--- src/core/ccp_map.svh ---
/*
 * constants for the configuration-control pin block: mode codes, widths, reset values.
 * assumes inclusion by bare name from the package and the design modules.
 */
`ifndef CCP_MAP_SVH
`define CCP_MAP_SVH

`define CCP_MODE_W 4
`define CCP_MODE_RST 4'h0
`define CCP_MODE_MASTER_PAR 4'h2
`define CCP_MODE_PERIPH_SYNC 4'h5
`define CCP_MODE_PERIPH_ASYNC 4'h7
`define CCP_DATA_W 8
`define CCP_TOP_BIT 7
`define CCP_RD_LOW_CYC 4'h2

`endif

--- src/core/ccp_pkg.sv ---
/*
 * types for the configuration-control pin block.
 * assumes ccp_map.svh is on the include path.
 */
`include "ccp_map.svh"

package ccp_pkg;
	typedef enum logic [1:0] {CCP_INIT, CCP_CONFIG, CCP_USER} ccp_phase_t;
	typedef logic [`CCP_MODE_W-1:0] ccp_mode_t;
endpackage : ccp_pkg

--- src/core/ccp_config_pins.sv ---
/*
 * configuration-control pin logic: mode capture, byte-accept flag, read strobe,
 * loading indicator, scan gating and hand-over of pins to user i/o.
 * assumes all inputs synchronous to clk_sys; loader core supplies busy and done.
 */
`timescale 1ns/1ps
`include "ccp_map.svh"

module ccp_config_pins #(
	parameter int MODE_W = `CCP_MODE_W // mode select width
) (
	input wire logic clk_sys, // system clock
	input wire logic sys_rst, // synchronous reset, active high
	input wire logic reload_request_n, // restart request, active low
	input wire logic startup_gate, // init gate; mode captured on its rise
	input wire logic [MODE_W-1:0] mode_pins, // mode select pins
	input wire logic load_done, // loader finished configuration
	input wire logic loader_busy, // loader cannot accept a byte
	input wire logic mem_read_req, // loader wants a byte from memory
	input wire logic host_sel, // device selected by host
	input wire logic host_rd, // host read strobe
	input wire logic scan_selected, // boundary scan kept after loading
	input wire logic host_port_used, // host port kept after loading
	input wire logic test_clk, // scan test clock pin
	input wire logic test_mode_sel, // scan test mode select pin
	input wire logic [3:0] user_out, // user data for flag, loading, strobe; bit 3 unused
	input wire logic [3:0] user_oe_n, // user enables for those pins, active low
	output logic [MODE_W-1:0] cfg_mode, // captured configuration mode
	output logic scan_enable, // boundary-scan functions allowed
	output logic scan_reset, // boundary-scan circuitry reset
	output logic load_restart, // restart pulse to loader
	output logic byte_accept_o, // byte-accept flag pin output
	output logic byte_accept_oe_n, // byte-accept pin enable, active low
	output logic [`CCP_DATA_W-1:0] host_rd_data, // status byte to host
	output logic high_while_loading_o, // loading indicator output
	output logic high_while_loading_oe_n, // loading indicator enable, active low
	output logic rd_strobe_o, // memory read strobe pin output
	output logic rd_strobe_oe_n, // memory read strobe enable, active low
	output logic pins_user, // mode pins, and scan pins unless scan kept, handed to user
	output logic scan_inputs_bad // scan unused yet neither tck nor tms high
);
	typedef struct packed {
		ccp_pkg::ccp_phase_t phase;
		logic gate_d;
		logic [MODE_W-1:0] mode;
		logic scan_en;
		logic scan_rst;
		logic restart;
		logic ba_o;
		logic ba_oe_n;
		logic [`CCP_DATA_W-1:0] rd_data;
		logic hwl_o;
		logic hwl_oe_n;
		logic rs_o;
		logic rs_oe_n;
		logic user;
		logic scan_bad;
	} ccp_state_t;

	ccp_state_t st_r, st_nxt;
	logic strobe_n;
	logic master_par;

	function automatic logic is_periph(input logic [MODE_W-1:0] m);
		is_periph = (m == MODE_W'(`CCP_MODE_PERIPH_SYNC)) ||
			(m == MODE_W'(`CCP_MODE_PERIPH_ASYNC));
	endfunction : is_periph

	assign master_par = (st_r.phase == ccp_pkg::CCP_CONFIG) &&
		(st_r.mode == MODE_W'(`CCP_MODE_MASTER_PAR));

	ccp_rd_strobe u_rd_strobe (
		.clk_sys(clk_sys),
		.sys_rst(sys_rst),
		.enable(master_par),
		.req(mem_read_req),
		.rd_strobe_n(strobe_n)
	);

	always_comb begin
		st_nxt = st_r;
		st_nxt.gate_d = startup_gate;
		st_nxt.restart = 1'b0;
		st_nxt.scan_rst = 1'b0;
		case (st_r.phase)
			ccp_pkg::CCP_INIT: begin
				st_nxt.scan_en = 1'b1;
				// mode only moves here; later pin changes are ignored
				if (startup_gate && !st_r.gate_d) begin
					st_nxt.mode = mode_pins;
					st_nxt.phase = ccp_pkg::CCP_CONFIG;
				end
			end
			ccp_pkg::CCP_CONFIG: begin
				if (load_done) begin
					st_nxt.phase = ccp_pkg::CCP_USER;
					st_nxt.scan_en = scan_selected;
				end
			end
			ccp_pkg::CCP_USER: begin
				st_nxt.scan_en = scan_selected;
			end
			default: begin
				st_nxt.phase = ccp_pkg::CCP_INIT;
			end
		endcase
		if (!reload_request_n) begin
			st_nxt.phase = ccp_pkg::CCP_INIT;
			st_nxt.restart = 1'b1;
			st_nxt.scan_rst = 1'b1;
			st_nxt.scan_en = 1'b1;
		end
		// pins are steered from the next phase so outputs change with it
		if (st_nxt.phase == ccp_pkg::CCP_USER) begin
			st_nxt.user = 1'b1;
			st_nxt.hwl_o = user_out[1];
			st_nxt.hwl_oe_n = user_oe_n[1];
			st_nxt.rs_o = user_out[2];
			st_nxt.rs_oe_n = user_oe_n[2];
			if (host_port_used) begin
				st_nxt.ba_o = !loader_busy;
				st_nxt.ba_oe_n = 1'b0;
			end else begin
				st_nxt.ba_o = user_out[0];
				st_nxt.ba_oe_n = user_oe_n[0];
			end
		end else begin
			st_nxt.user = 1'b0;
			st_nxt.hwl_o = 1'b1;
			st_nxt.hwl_oe_n = 1'b0;
			st_nxt.rs_o = strobe_n;
			st_nxt.rs_oe_n = !master_par;
			st_nxt.ba_o = is_periph(st_r.mode) && !loader_busy;
			st_nxt.ba_oe_n = !(st_r.phase == ccp_pkg::CCP_CONFIG && is_periph(st_r.mode));
		end
		st_nxt.rd_data = '0;
		if (st_r.phase == ccp_pkg::CCP_CONFIG && host_sel && host_rd &&
			st_r.mode == MODE_W'(`CCP_MODE_PERIPH_ASYNC)) begin
			st_nxt.rd_data[`CCP_TOP_BIT] = !loader_busy;
		end
		// far side must hold tck or tms high while loading without scan
		st_nxt.scan_bad = (st_r.phase == ccp_pkg::CCP_CONFIG) && !scan_selected &&
			!test_clk && !test_mode_sel;
	end

	always_ff @(posedge clk_sys) begin
		if (sys_rst) begin
			st_r <= '{phase: ccp_pkg::CCP_INIT, gate_d: 1'b0, mode: MODE_W'(`CCP_MODE_RST),
				scan_en: 1'b1, scan_rst: 1'b0, restart: 1'b0, ba_o: 1'b0, ba_oe_n: 1'b1,
				rd_data: '0, hwl_o: 1'b1, hwl_oe_n: 1'b0, rs_o: 1'b1, rs_oe_n: 1'b1,
				user: 1'b0, scan_bad: 1'b0};
		end else begin
			st_r <= st_nxt;
		end
	end

	assign cfg_mode = st_r.mode;
	assign scan_enable = st_r.scan_en;
	assign scan_reset = st_r.scan_rst;
	assign load_restart = st_r.restart;
	assign byte_accept_o = st_r.ba_o;
	assign byte_accept_oe_n = st_r.ba_oe_n;
	assign host_rd_data = st_r.rd_data;
	assign high_while_loading_o = st_r.hwl_o;
	assign high_while_loading_oe_n = st_r.hwl_oe_n;
	assign rd_strobe_o = st_r.rs_o;
	assign rd_strobe_oe_n = st_r.rs_oe_n;
	assign pins_user = st_r.user;
	assign scan_inputs_bad = st_r.scan_bad;
endmodule : ccp_config_pins

--- src/core/ccp_rd_strobe.sv ---
/*
 * read strobe generator towards an external configuration memory (master parallel mode).
 * assumes a request pulse from the loader; one request per strobe.
 */
`timescale 1ns/1ps
`include "ccp_map.svh"

module ccp_rd_strobe (
	input wire logic clk_sys, // system clock
	input wire logic sys_rst, // synchronous reset, active high
	input wire logic enable, // master parallel mode while loading
	input wire logic req, // one-cycle request for a memory read
	output logic rd_strobe_n // read strobe, active low
);
	typedef struct packed {
		logic [3:0] cnt;
		logic rd_n;
	} ccp_rd_state_t;

	ccp_rd_state_t st_r, st_nxt;

	always_comb begin
		st_nxt = st_r;
		if (st_r.cnt != 4'h0) begin
			st_nxt.cnt = st_r.cnt - 4'h1;
			if (st_r.cnt == 4'h1) begin
				st_nxt.rd_n = 1'b1;
			end
		end else if (enable && req) begin
			st_nxt.cnt = `CCP_RD_LOW_CYC;
			st_nxt.rd_n = 1'b0;
		end
		if (!enable) begin
			st_nxt.cnt = 4'h0;
			st_nxt.rd_n = 1'b1;
		end
	end

	always_ff @(posedge clk_sys) begin
		if (sys_rst) begin
			st_r <= '{cnt: 4'h0, rd_n: 1'b1};
		end else begin
			st_r <= st_nxt;
		end
	end

	assign rd_strobe_n = st_r.rd_n;
endmodule : ccp_rd_strobe

--- config.mk ---
export PLATFORM = sky130hd
export DESIGN_NAME = ccp_config_pins
export DESIGN_NICKNAME = d
export VERILOG_FILES = /design/src/core/ccp_pkg.sv /design/src/core/ccp_config_pins.sv /design/src/core/ccp_rd_strobe.sv
export VERILOG_INCLUDE_DIRS = /design/src /design/src/core
export SDC_FILE = /design/constraint.sdc
export NUM_CORES = 1
export LEC_CHECK = 0
export ABC_AREA = 0
export ABC_CLOCK_PERIOD_IN_PS = 3300
export BUFFER_PORTS_ARGS = -buffer_cell sky130_fd_sc_hd__buf_2
export CAP_MARGIN = 10
export CORE_ASPECT_RATIO = 1.25
export CORE_MARGIN = 8
export CORE_UTILIZATION = 50
export CTS_CLUSTER_SIZE = 8
export DETAILED_ROUTE_END_ITERATION = 8
export PLACE_DENSITY_LB_ADDON = 0.12
export SKIP_LAST_GASP = 1
export SLEW_MARGIN = 20
export SYNTH_ARGS = -nofsm -noshare
export SYNTH_HDL_FRONTEND = slang
export SYNTH_HIERARCHICAL = 1
export SYNTH_SLANG_ARGS = --single-unit
export TNS_END_PERCENT = 30
--- constraint.sdc ---
create_clock -name clk_sys -period 3.3 [get_ports clk_sys]
set_clock_uncertainty 0.2 [all_clocks]
set_input_delay 0.33 -clock clk_sys [delete_from_list [all_inputs] [get_ports clk_sys]]
set_output_delay 0.33 -clock clk_sys [all_outputs]
set_load 0.01 [all_outputs]
==> impl_metrics.json, run 1 <==
{
  "status": "complete, no violations",
  "worstMarginPinSlew_ns": 0.514,
  "crit_path_start": "st_r[25]",
  "power.static_leakage_nw": 0.630,
  "syn_to_final_growth_pct": 18.4,
  "ys_warn_count": 6,
  "ys_ff_latch": 23,
  "synth_top_family_by_area": "simple AND/OR/NAND/NOR gates",
  "grt-ovfl-total": 0,
  "fin_crit_sh_pct": 72.4,
  "crit_required_ns": 3.31,
  "grt_pass1_wl_microns": 3860,
  "finalSetupTns_ns": 0,
  "worst_setup_path_start_kind": "flip-flop",
  "setup_slack_ns": 0.912,
  "synthCells": 121,
  "rsz0062_at_grt": "false",
  "maxCapViolations": 0,
  "cp_data_arrival_time_ns": 2.40,
  "tritoncts": "done",
  "antenna_found_initial": 0,
  "power_frac_seq_pct": 59.5,
  "met2_usage_pct": 20.1,
  "post-route-min-period_ns": 2.39,
  "numCtsBuffers": 3,
  "end_kind": "flip-flop",
  "cts-root-buf": "clkbuf_4",
  "path_cells": "inv_1, ha_1, nor2b_4, or4_4, a21oi_4, or3b_1",
  "hold_buffers": 4,
  "die_area_sq_um": 4120,
  "placement.io_buffers": 38,
  "via_per_inst": 4.81,
  "grt.busiest_layer": "met2",
  "rrSetupSlack_ns": 0.91,
  "drv_slew": 0,
  "synth.yosys.seq_area_share_pct": 39.7,
  "r2r-end": "high_while_loading_o",
  "wirelength_microns": 2310,
  "gr-usage-met1_pct": 11.8,
  "max_stage_delay_ns": 0.49,
  "grt_max_degree": 22,
  "firstDrtPassIters": 4,
  "post_cts_buffers": 0,
  "pwr-share-comb_pct": 13.3,
  "gp_congestion": 0.736,
  "drive_above_1_share_pct": 29.1,
  "synth_cell_type_count": 34,
  "coreArea_sq_um": 2190,
  "met3_usage_pct": 4.27,
  "layout_commonest_cell": "buf_2",
  "clkSinkCount": 23,
  "grt_use_total_pct": 11.6,
  "grt_pass1_vias": 870,
  "num_vias": 909,
  "ys.flop_type": "dfxtp_1",
  "synth.area.top_cells": "dfxtp_1 40%, ha_1 8.6%, buf_4 8.4%, mux2i_1 6.9%, nor2_1 5.5%",
  "synth_xor_area_share_pct": 0.756,
  "hp-class": "in2reg",
  "finalHoldViolations": 0,
  "slew_headroom_pct": 65.5,
  "hpwlAfterDp_microns": 1830,
  "power.internal_w": 0.000363,
  "synth_edf_count": 0,
  "synth_area_sq_um": 1160,
  "crit_path_max_fanout": 7,
  "synthMuxAreaShare_pct": 7.88,
  "timing.rr.start": "st_r[25]",
  "p_sw_w": 0.000123,
  "layout_common_cells": "38 x buf_2, 23 x dfxtp_1, 17 x nor2_1, 8 x mux2i_1, 8 x ha_1",
  "synth-simple-area-share_pct": 23.0,
  "synth_compound_area_share_pct": 8.64,
  "synth.avg_cell_area_sq_um": 9.58,
  "fmax_mhz": 419,
  "diodes": 0,
  "slowest_stage": "or4_4",
  "row_count": 19,
  "htree_num_levels": 1,
  "wl_per_cell_microns": 12.2,
  "worstRegToRegCells": 6,
  "post-synth-top-area-cell": "dfxtp_1",
  "start_util_pct": 53.0,
  "p_per_area_nw_per_um2": 354,
  "clk_pin_slew_ns": 0.12,
  "clockPowerShare_pct": 27.2,
  "synth_adder_area_share_pct": 8.64,
  "crit_type": "reg2reg",
  "synth_top_area_share_pct": 39.7,
  "async_flop_share_pct": 0,
  "cts_resized": 0,
  "vdd_drop_max_uv": 294,
  "setup_viol": 0,
  "netSwitchingFraction_pct": 25.2,
  "power_w": 0.000485,
  "dp_slack_ns": 0.911,
  "pin_count": 48,
  "max-clock-path-buffers": 2,
  "die_x_microns": 59.1,
  "drc": 0,
  "fillers": 211,
  "insertion_delay_ns": 0.31,
  "endpoint": "high_while_loading_o",
  "die_h_microns": 69.8,
  "drt_iter0_drc": 22,
  "nets": 192,
  "antenna_left": 0
}
## power by group through the flow
stage | clock network [W] | registers [W] | logic (W)
floorplan | 0 | 0.000295 | 0.0000467
global placement | 0 | 0.000295 | 0.0000605
detailed placement | 0 | 0.000295 | 0.0000612
CTS | 0.000138 | 0.000289 | 0.0000651
global route | 0.000147 | 0.000290 | 0.0000718
finish | 0.000132 | 0.000289 | 0.0000645
## cell families (layout without fill, tap and decap cells)
group	count (synthesis)	count (layout)
DFF	23	23
buffers and inverters	21	52
muxes	9	9
xor gates and xnor gates	1	1
AOI/OAI and AO/OA	12	12
adders and majority gates	8	8
and+or+nand+nor	46	46
other	1	7
## worst min-delay path by stage
stage	start	endpoint	slack [ns]	cells past startpoint
6_report	host_sel	host_rd_data[7]	0.03	3
5_1_grt	host_sel	host_rd_data[7]	0.02	3
4_1_cts	host_sel	host_rd_data[7]	0.01	3
3_5_place_dp	u_rd_strobe/rd_strobe_n	rd_strobe_o	0.30	2
3_3_place_gp	u_rd_strobe/rd_strobe_n	rd_strobe_o	0.29	2
2_1_floorplan	reload_request_n	scan_reset	0.20	1
## area by class of cell
type | instances | area [sq um] | share of cell area [%]
Timing Repair Buffer | 42 | 230 | 16.8
Clock buffer | 4 | 26.3 | 1.92
Inverter | 6 | 22.5 | 1.64
Multi-Input combinational cell | 83 | 593 | 43.2
Sequential cell | 23 | 460 | 33.6
Tap cell | 31 | 38.8 | 2.83
## metrics by stage
step / util, % / cell area [sq um] / instances / hold WS, ns
3_3_place_gp: 59.7 / 1310 / 181 / 0.292
4_1_cts: 62.7 / 1370 / 189 / 0.0119
2_1_floorplan: - / 1180 / 127 / 0.202
5_1_grt: 62.7 / 1370 / 189 / 0.0211
3_5_place_dp: 59.7 / 1310 / 181 / 0.301
6_report: 62.7 / 1370 / 189 / 0.0254
## cell usage after synthesis (all sizes together), types with 2 or more instances
cell type and instances:
dfxtp 23, nor2 17, buf 13, ha 8, mux2i 8, inv 6, nor3 6, nor2b 5
nand3b 4, a21oi 3, nand2b 3, a211oi 2, clkbuf 2, nand2 2, nor4 2
## layer usage
| metal | part of all wire [%] | wire [microns] | up-vias |
|---|---|---|---|
| li1 | - | - | 467 |
| met1 | 38 | 886 | 412 |
| met2 | 50 | 1160 | 25 |
| met3 | 9.0 | 207 | 5 |
| met4 | 2.3 | 53 | 0 |
| met5 | 0 | 0 | - |
## worst max-delay path, delay by kind of cell, from the launching register on
family / cells / cell delay [ns]
compound gates: 1 / 0.27
fa+ha+maj: 1 / 0.26
buf+inv: 1 / 0.10
flops: 1 / 0.45
simple gates: 3 / 1.02
(Power assumes the default switching activity.)
==> run 2: changes to the inputs <==
- ABC_CLOCK_PERIOD_IN_PS: 3300 -> 2000
- CORE_UTILIZATION: 50 -> 42
- clock period: 3.3 -> 2 ns (I/O delays scaled with it)
==> run 2 against run 1 <==
Compared with the run above:
- the run now ends with negative setup slack left
- maximum frequency up 17%
- first-iteration DRC count is 23% lower
- via count rose by 9.5%
- clock-buffer cell count down 1
- critical path depth unchanged
- register-to-register slack lost 0.95 ns
- critical endpoint unchanged
- design area is 20% higher
==> impl_metrics.json, run 2 (same netlist as run 1, synthesis figures left out) <==
{
  "worstRegToRegCells": 6,
  "syn_to_final_growth_pct": 42.3,
  "gp_congestion": 0.724,
  "fillers": 247,
  "crit_type": "reg2reg",
  "max_stage_delay_ns": 0.42,
  "die_x_microns": 63.0,
  "hold_slack_ns": 0.0379,
  "firstDrtPassIters": 4,
  "cts-root-buf": "clkbuf_4",
  "die_h_microns": 74.7,
  "fmax_mhz": 490,
  "vdd_drop_max_uv": 378,
  "grt_pass1_vias": 964,
  "placement.io_buffers": 38,
  "numCtsBuffers": 3,
  "end_kind": "flip-flop",
  "min-delay-start": "user_out[0]",
  "num_vias": 995,
  "wl_per_cell_microns": 12.3,
  "setup_viol": 3,
  "rrSetupSlack_ns": -0.04,
  "rsz0062_at_grt": "true",
  "wirelength_microns": 2680,
  "via_per_inst": 4.59,
  "die_area_sq_um": 4710,
  "finalSetupTns_ns": -0.0717,
  "drt_iter0_drc": 17,
  "diodes": 0,
  "layout_common_cells": "38 x buf_2, 21 x dfxtp_1, 17 x nor2_1, 17 x dlygate4sd3_1, 11 x buf_4",
  "post-route-min-period_ns": 2.04,
  "maxCapViolations": 0,
  "drv_slew": 0,
  "place_area_sq_um": 1410,
  "antenna_found_initial": 0,
  "clkSinkCount": 23,
  "multiInputGateArea_sq_um": 634,
  "grt-ovfl-total": 0,
  "hp-class": "in2reg",
  "pin_count": 48,
  "whs_endpoint": "byte_accept_o",
  "whs_path_depth": 4,
  "crit_required_ns": 2.01,
  "r2r-end": "high_while_loading_o",
  "row_count": 21,
  "design_area_sq_um": 1650,
  "finalHoldViolations": 0,
  "cp_data_arrival_time_ns": 2.05,
  "drive_above_1_share_pct": 37.7,
  "max-clock-path-buffers": 2,
  "grt_pass1_wl_microns": 4320,
  "coreArea_sq_um": 2650,
  "timing.rr.start": "st_r[24]",
  "grt_max_degree": 22,
  "drc": 0,
  "layout_commonest_cell": "buf_2",
  "crit_path_max_fanout": 4,
  "setup_slack_ns": -0.0411,
  "antenna_left": 0,
  "hpwlAfterDp_microns": 2010,
  "status": "finished with violations",
  "tritoncts": "done",
  "nets": 217,
  "worst_setup_path_start_kind": "flip-flop",
  "p_per_area_nw_per_um2": 504,
  "power.static_leakage_nw": 0.753,
  "fin_crit_sh_pct": 102,
  "path_cells": "buf_6, ha_4, nor2b_4, or4_4, a21oi_4, or3b_1",
  "slowest_stage": "or4_4",
  "insertion_delay_ns": 0.31,
  "violations": "negative setup slack",
  "htree_num_levels": 1,
  "clk_pin_slew_ns": 0.13,
  "grt_use_total_pct": 11.3,
  "seq_area_sq_um": 468,
  "start_util_pct": 43.7
}
==> run 2: cell types whose count changed in the layout (fill, tap and decap cells not counted), moves of 2 or more <==
cell           change
ha_2               +2
ha_1               -4
dfxtp_4            +2
buf_4             +11
inv_2              +2
inv_1              -2
ha_4               +2
dfxtp_1            -2
dlygate4sd3_1     +13
==> run 2: routing by layer <==
| layer | GRT usage [%] | wire [microns] |
|---|---|---|
| met1 | 10.8 | 1050 |
| met3 | 4.32 | 206 |
| met4 | 4.57 | 32 |
| met5 | 0 | 0 |
| met2 | 21.4 | 1390 |
==> run 2: power by group <==
| group | total (W) | internal [W] | switching, W |
|---|---|---|---|
| clock | 0.000212 | 0.0000746 | 0.000138 |
| sequential | 0.000476 | 0.000467 | 0.00000905 |
| combinational | 0.000143 | 0.0000798 | 0.0000631 |
| total | 0.000831 | 0.000622 | 0.000210 |
==> run 2: metrics by stage <==
| stage | instances | total power, W | setup slack, ns | utilization [%] |
|---|---|---|---|---|
| finish | 217 | 0.000831 | -0.0411 | 62.1 |
| global route | 217 | 0.000875 | -0.0946 | 62.1 |
| CTS | 216 | 0.000837 | -0.0603 | 60.6 |
| detailed placement | 195 | 0.000604 | -0.0444 | 53.1 |
| global placement | 195 | 0.000601 | -0.0212 | 53.1 |
| floorplan | 127 | 0.000566 | -0.0672 | - |
==> run 2: how the worst max path moves through the flow <==
stage	from	to	slack, ns	cells past startpoint
6_report	st_r[24]	high_while_loading_o	-0.04	6
3_5_place_dp	st_r[25]	high_while_loading_o	-0.04	6
4_1_cts	st_r[24]	high_while_loading_o	-0.06	5
5_1_grt	st_r[24]	high_while_loading_o	-0.09	6
2_1_floorplan	st_r[25]	high_while_loading_o	-0.07	6
3_3_place_gp	st_r[25]	high_while_loading_o	-0.02	6
==> run 2: worst max-delay path, delay by kind of cell, from the launching register on <==
kind	cells	cell delay, ns
flops	1	0.38
compound gates	1	0.21
simple gates	3	0.90
buf+inv	1	0.12
fa+ha+maj	1	0.14
==> run 2: cell type report <==
type	count	share of cell area, %
inverters	6	1.37
multi-input cells	83	38.5
flip-flops and latches	23	28.4
well taps	34	2.58
repair buffers	67	27.5
clock buffers	3	1.37
clock inverters	1	0.303
==> run 2: repair_timing <==
item | in CTS | in global routing
endpoints found under the setup margin | 3 | 6
gates resized for setup | 1 | 8
pin swaps | 0 | 3
endpoints found under the hold margin | 17 | 0
hold buffers | 17 | 0
setup buffers | 0 | 1
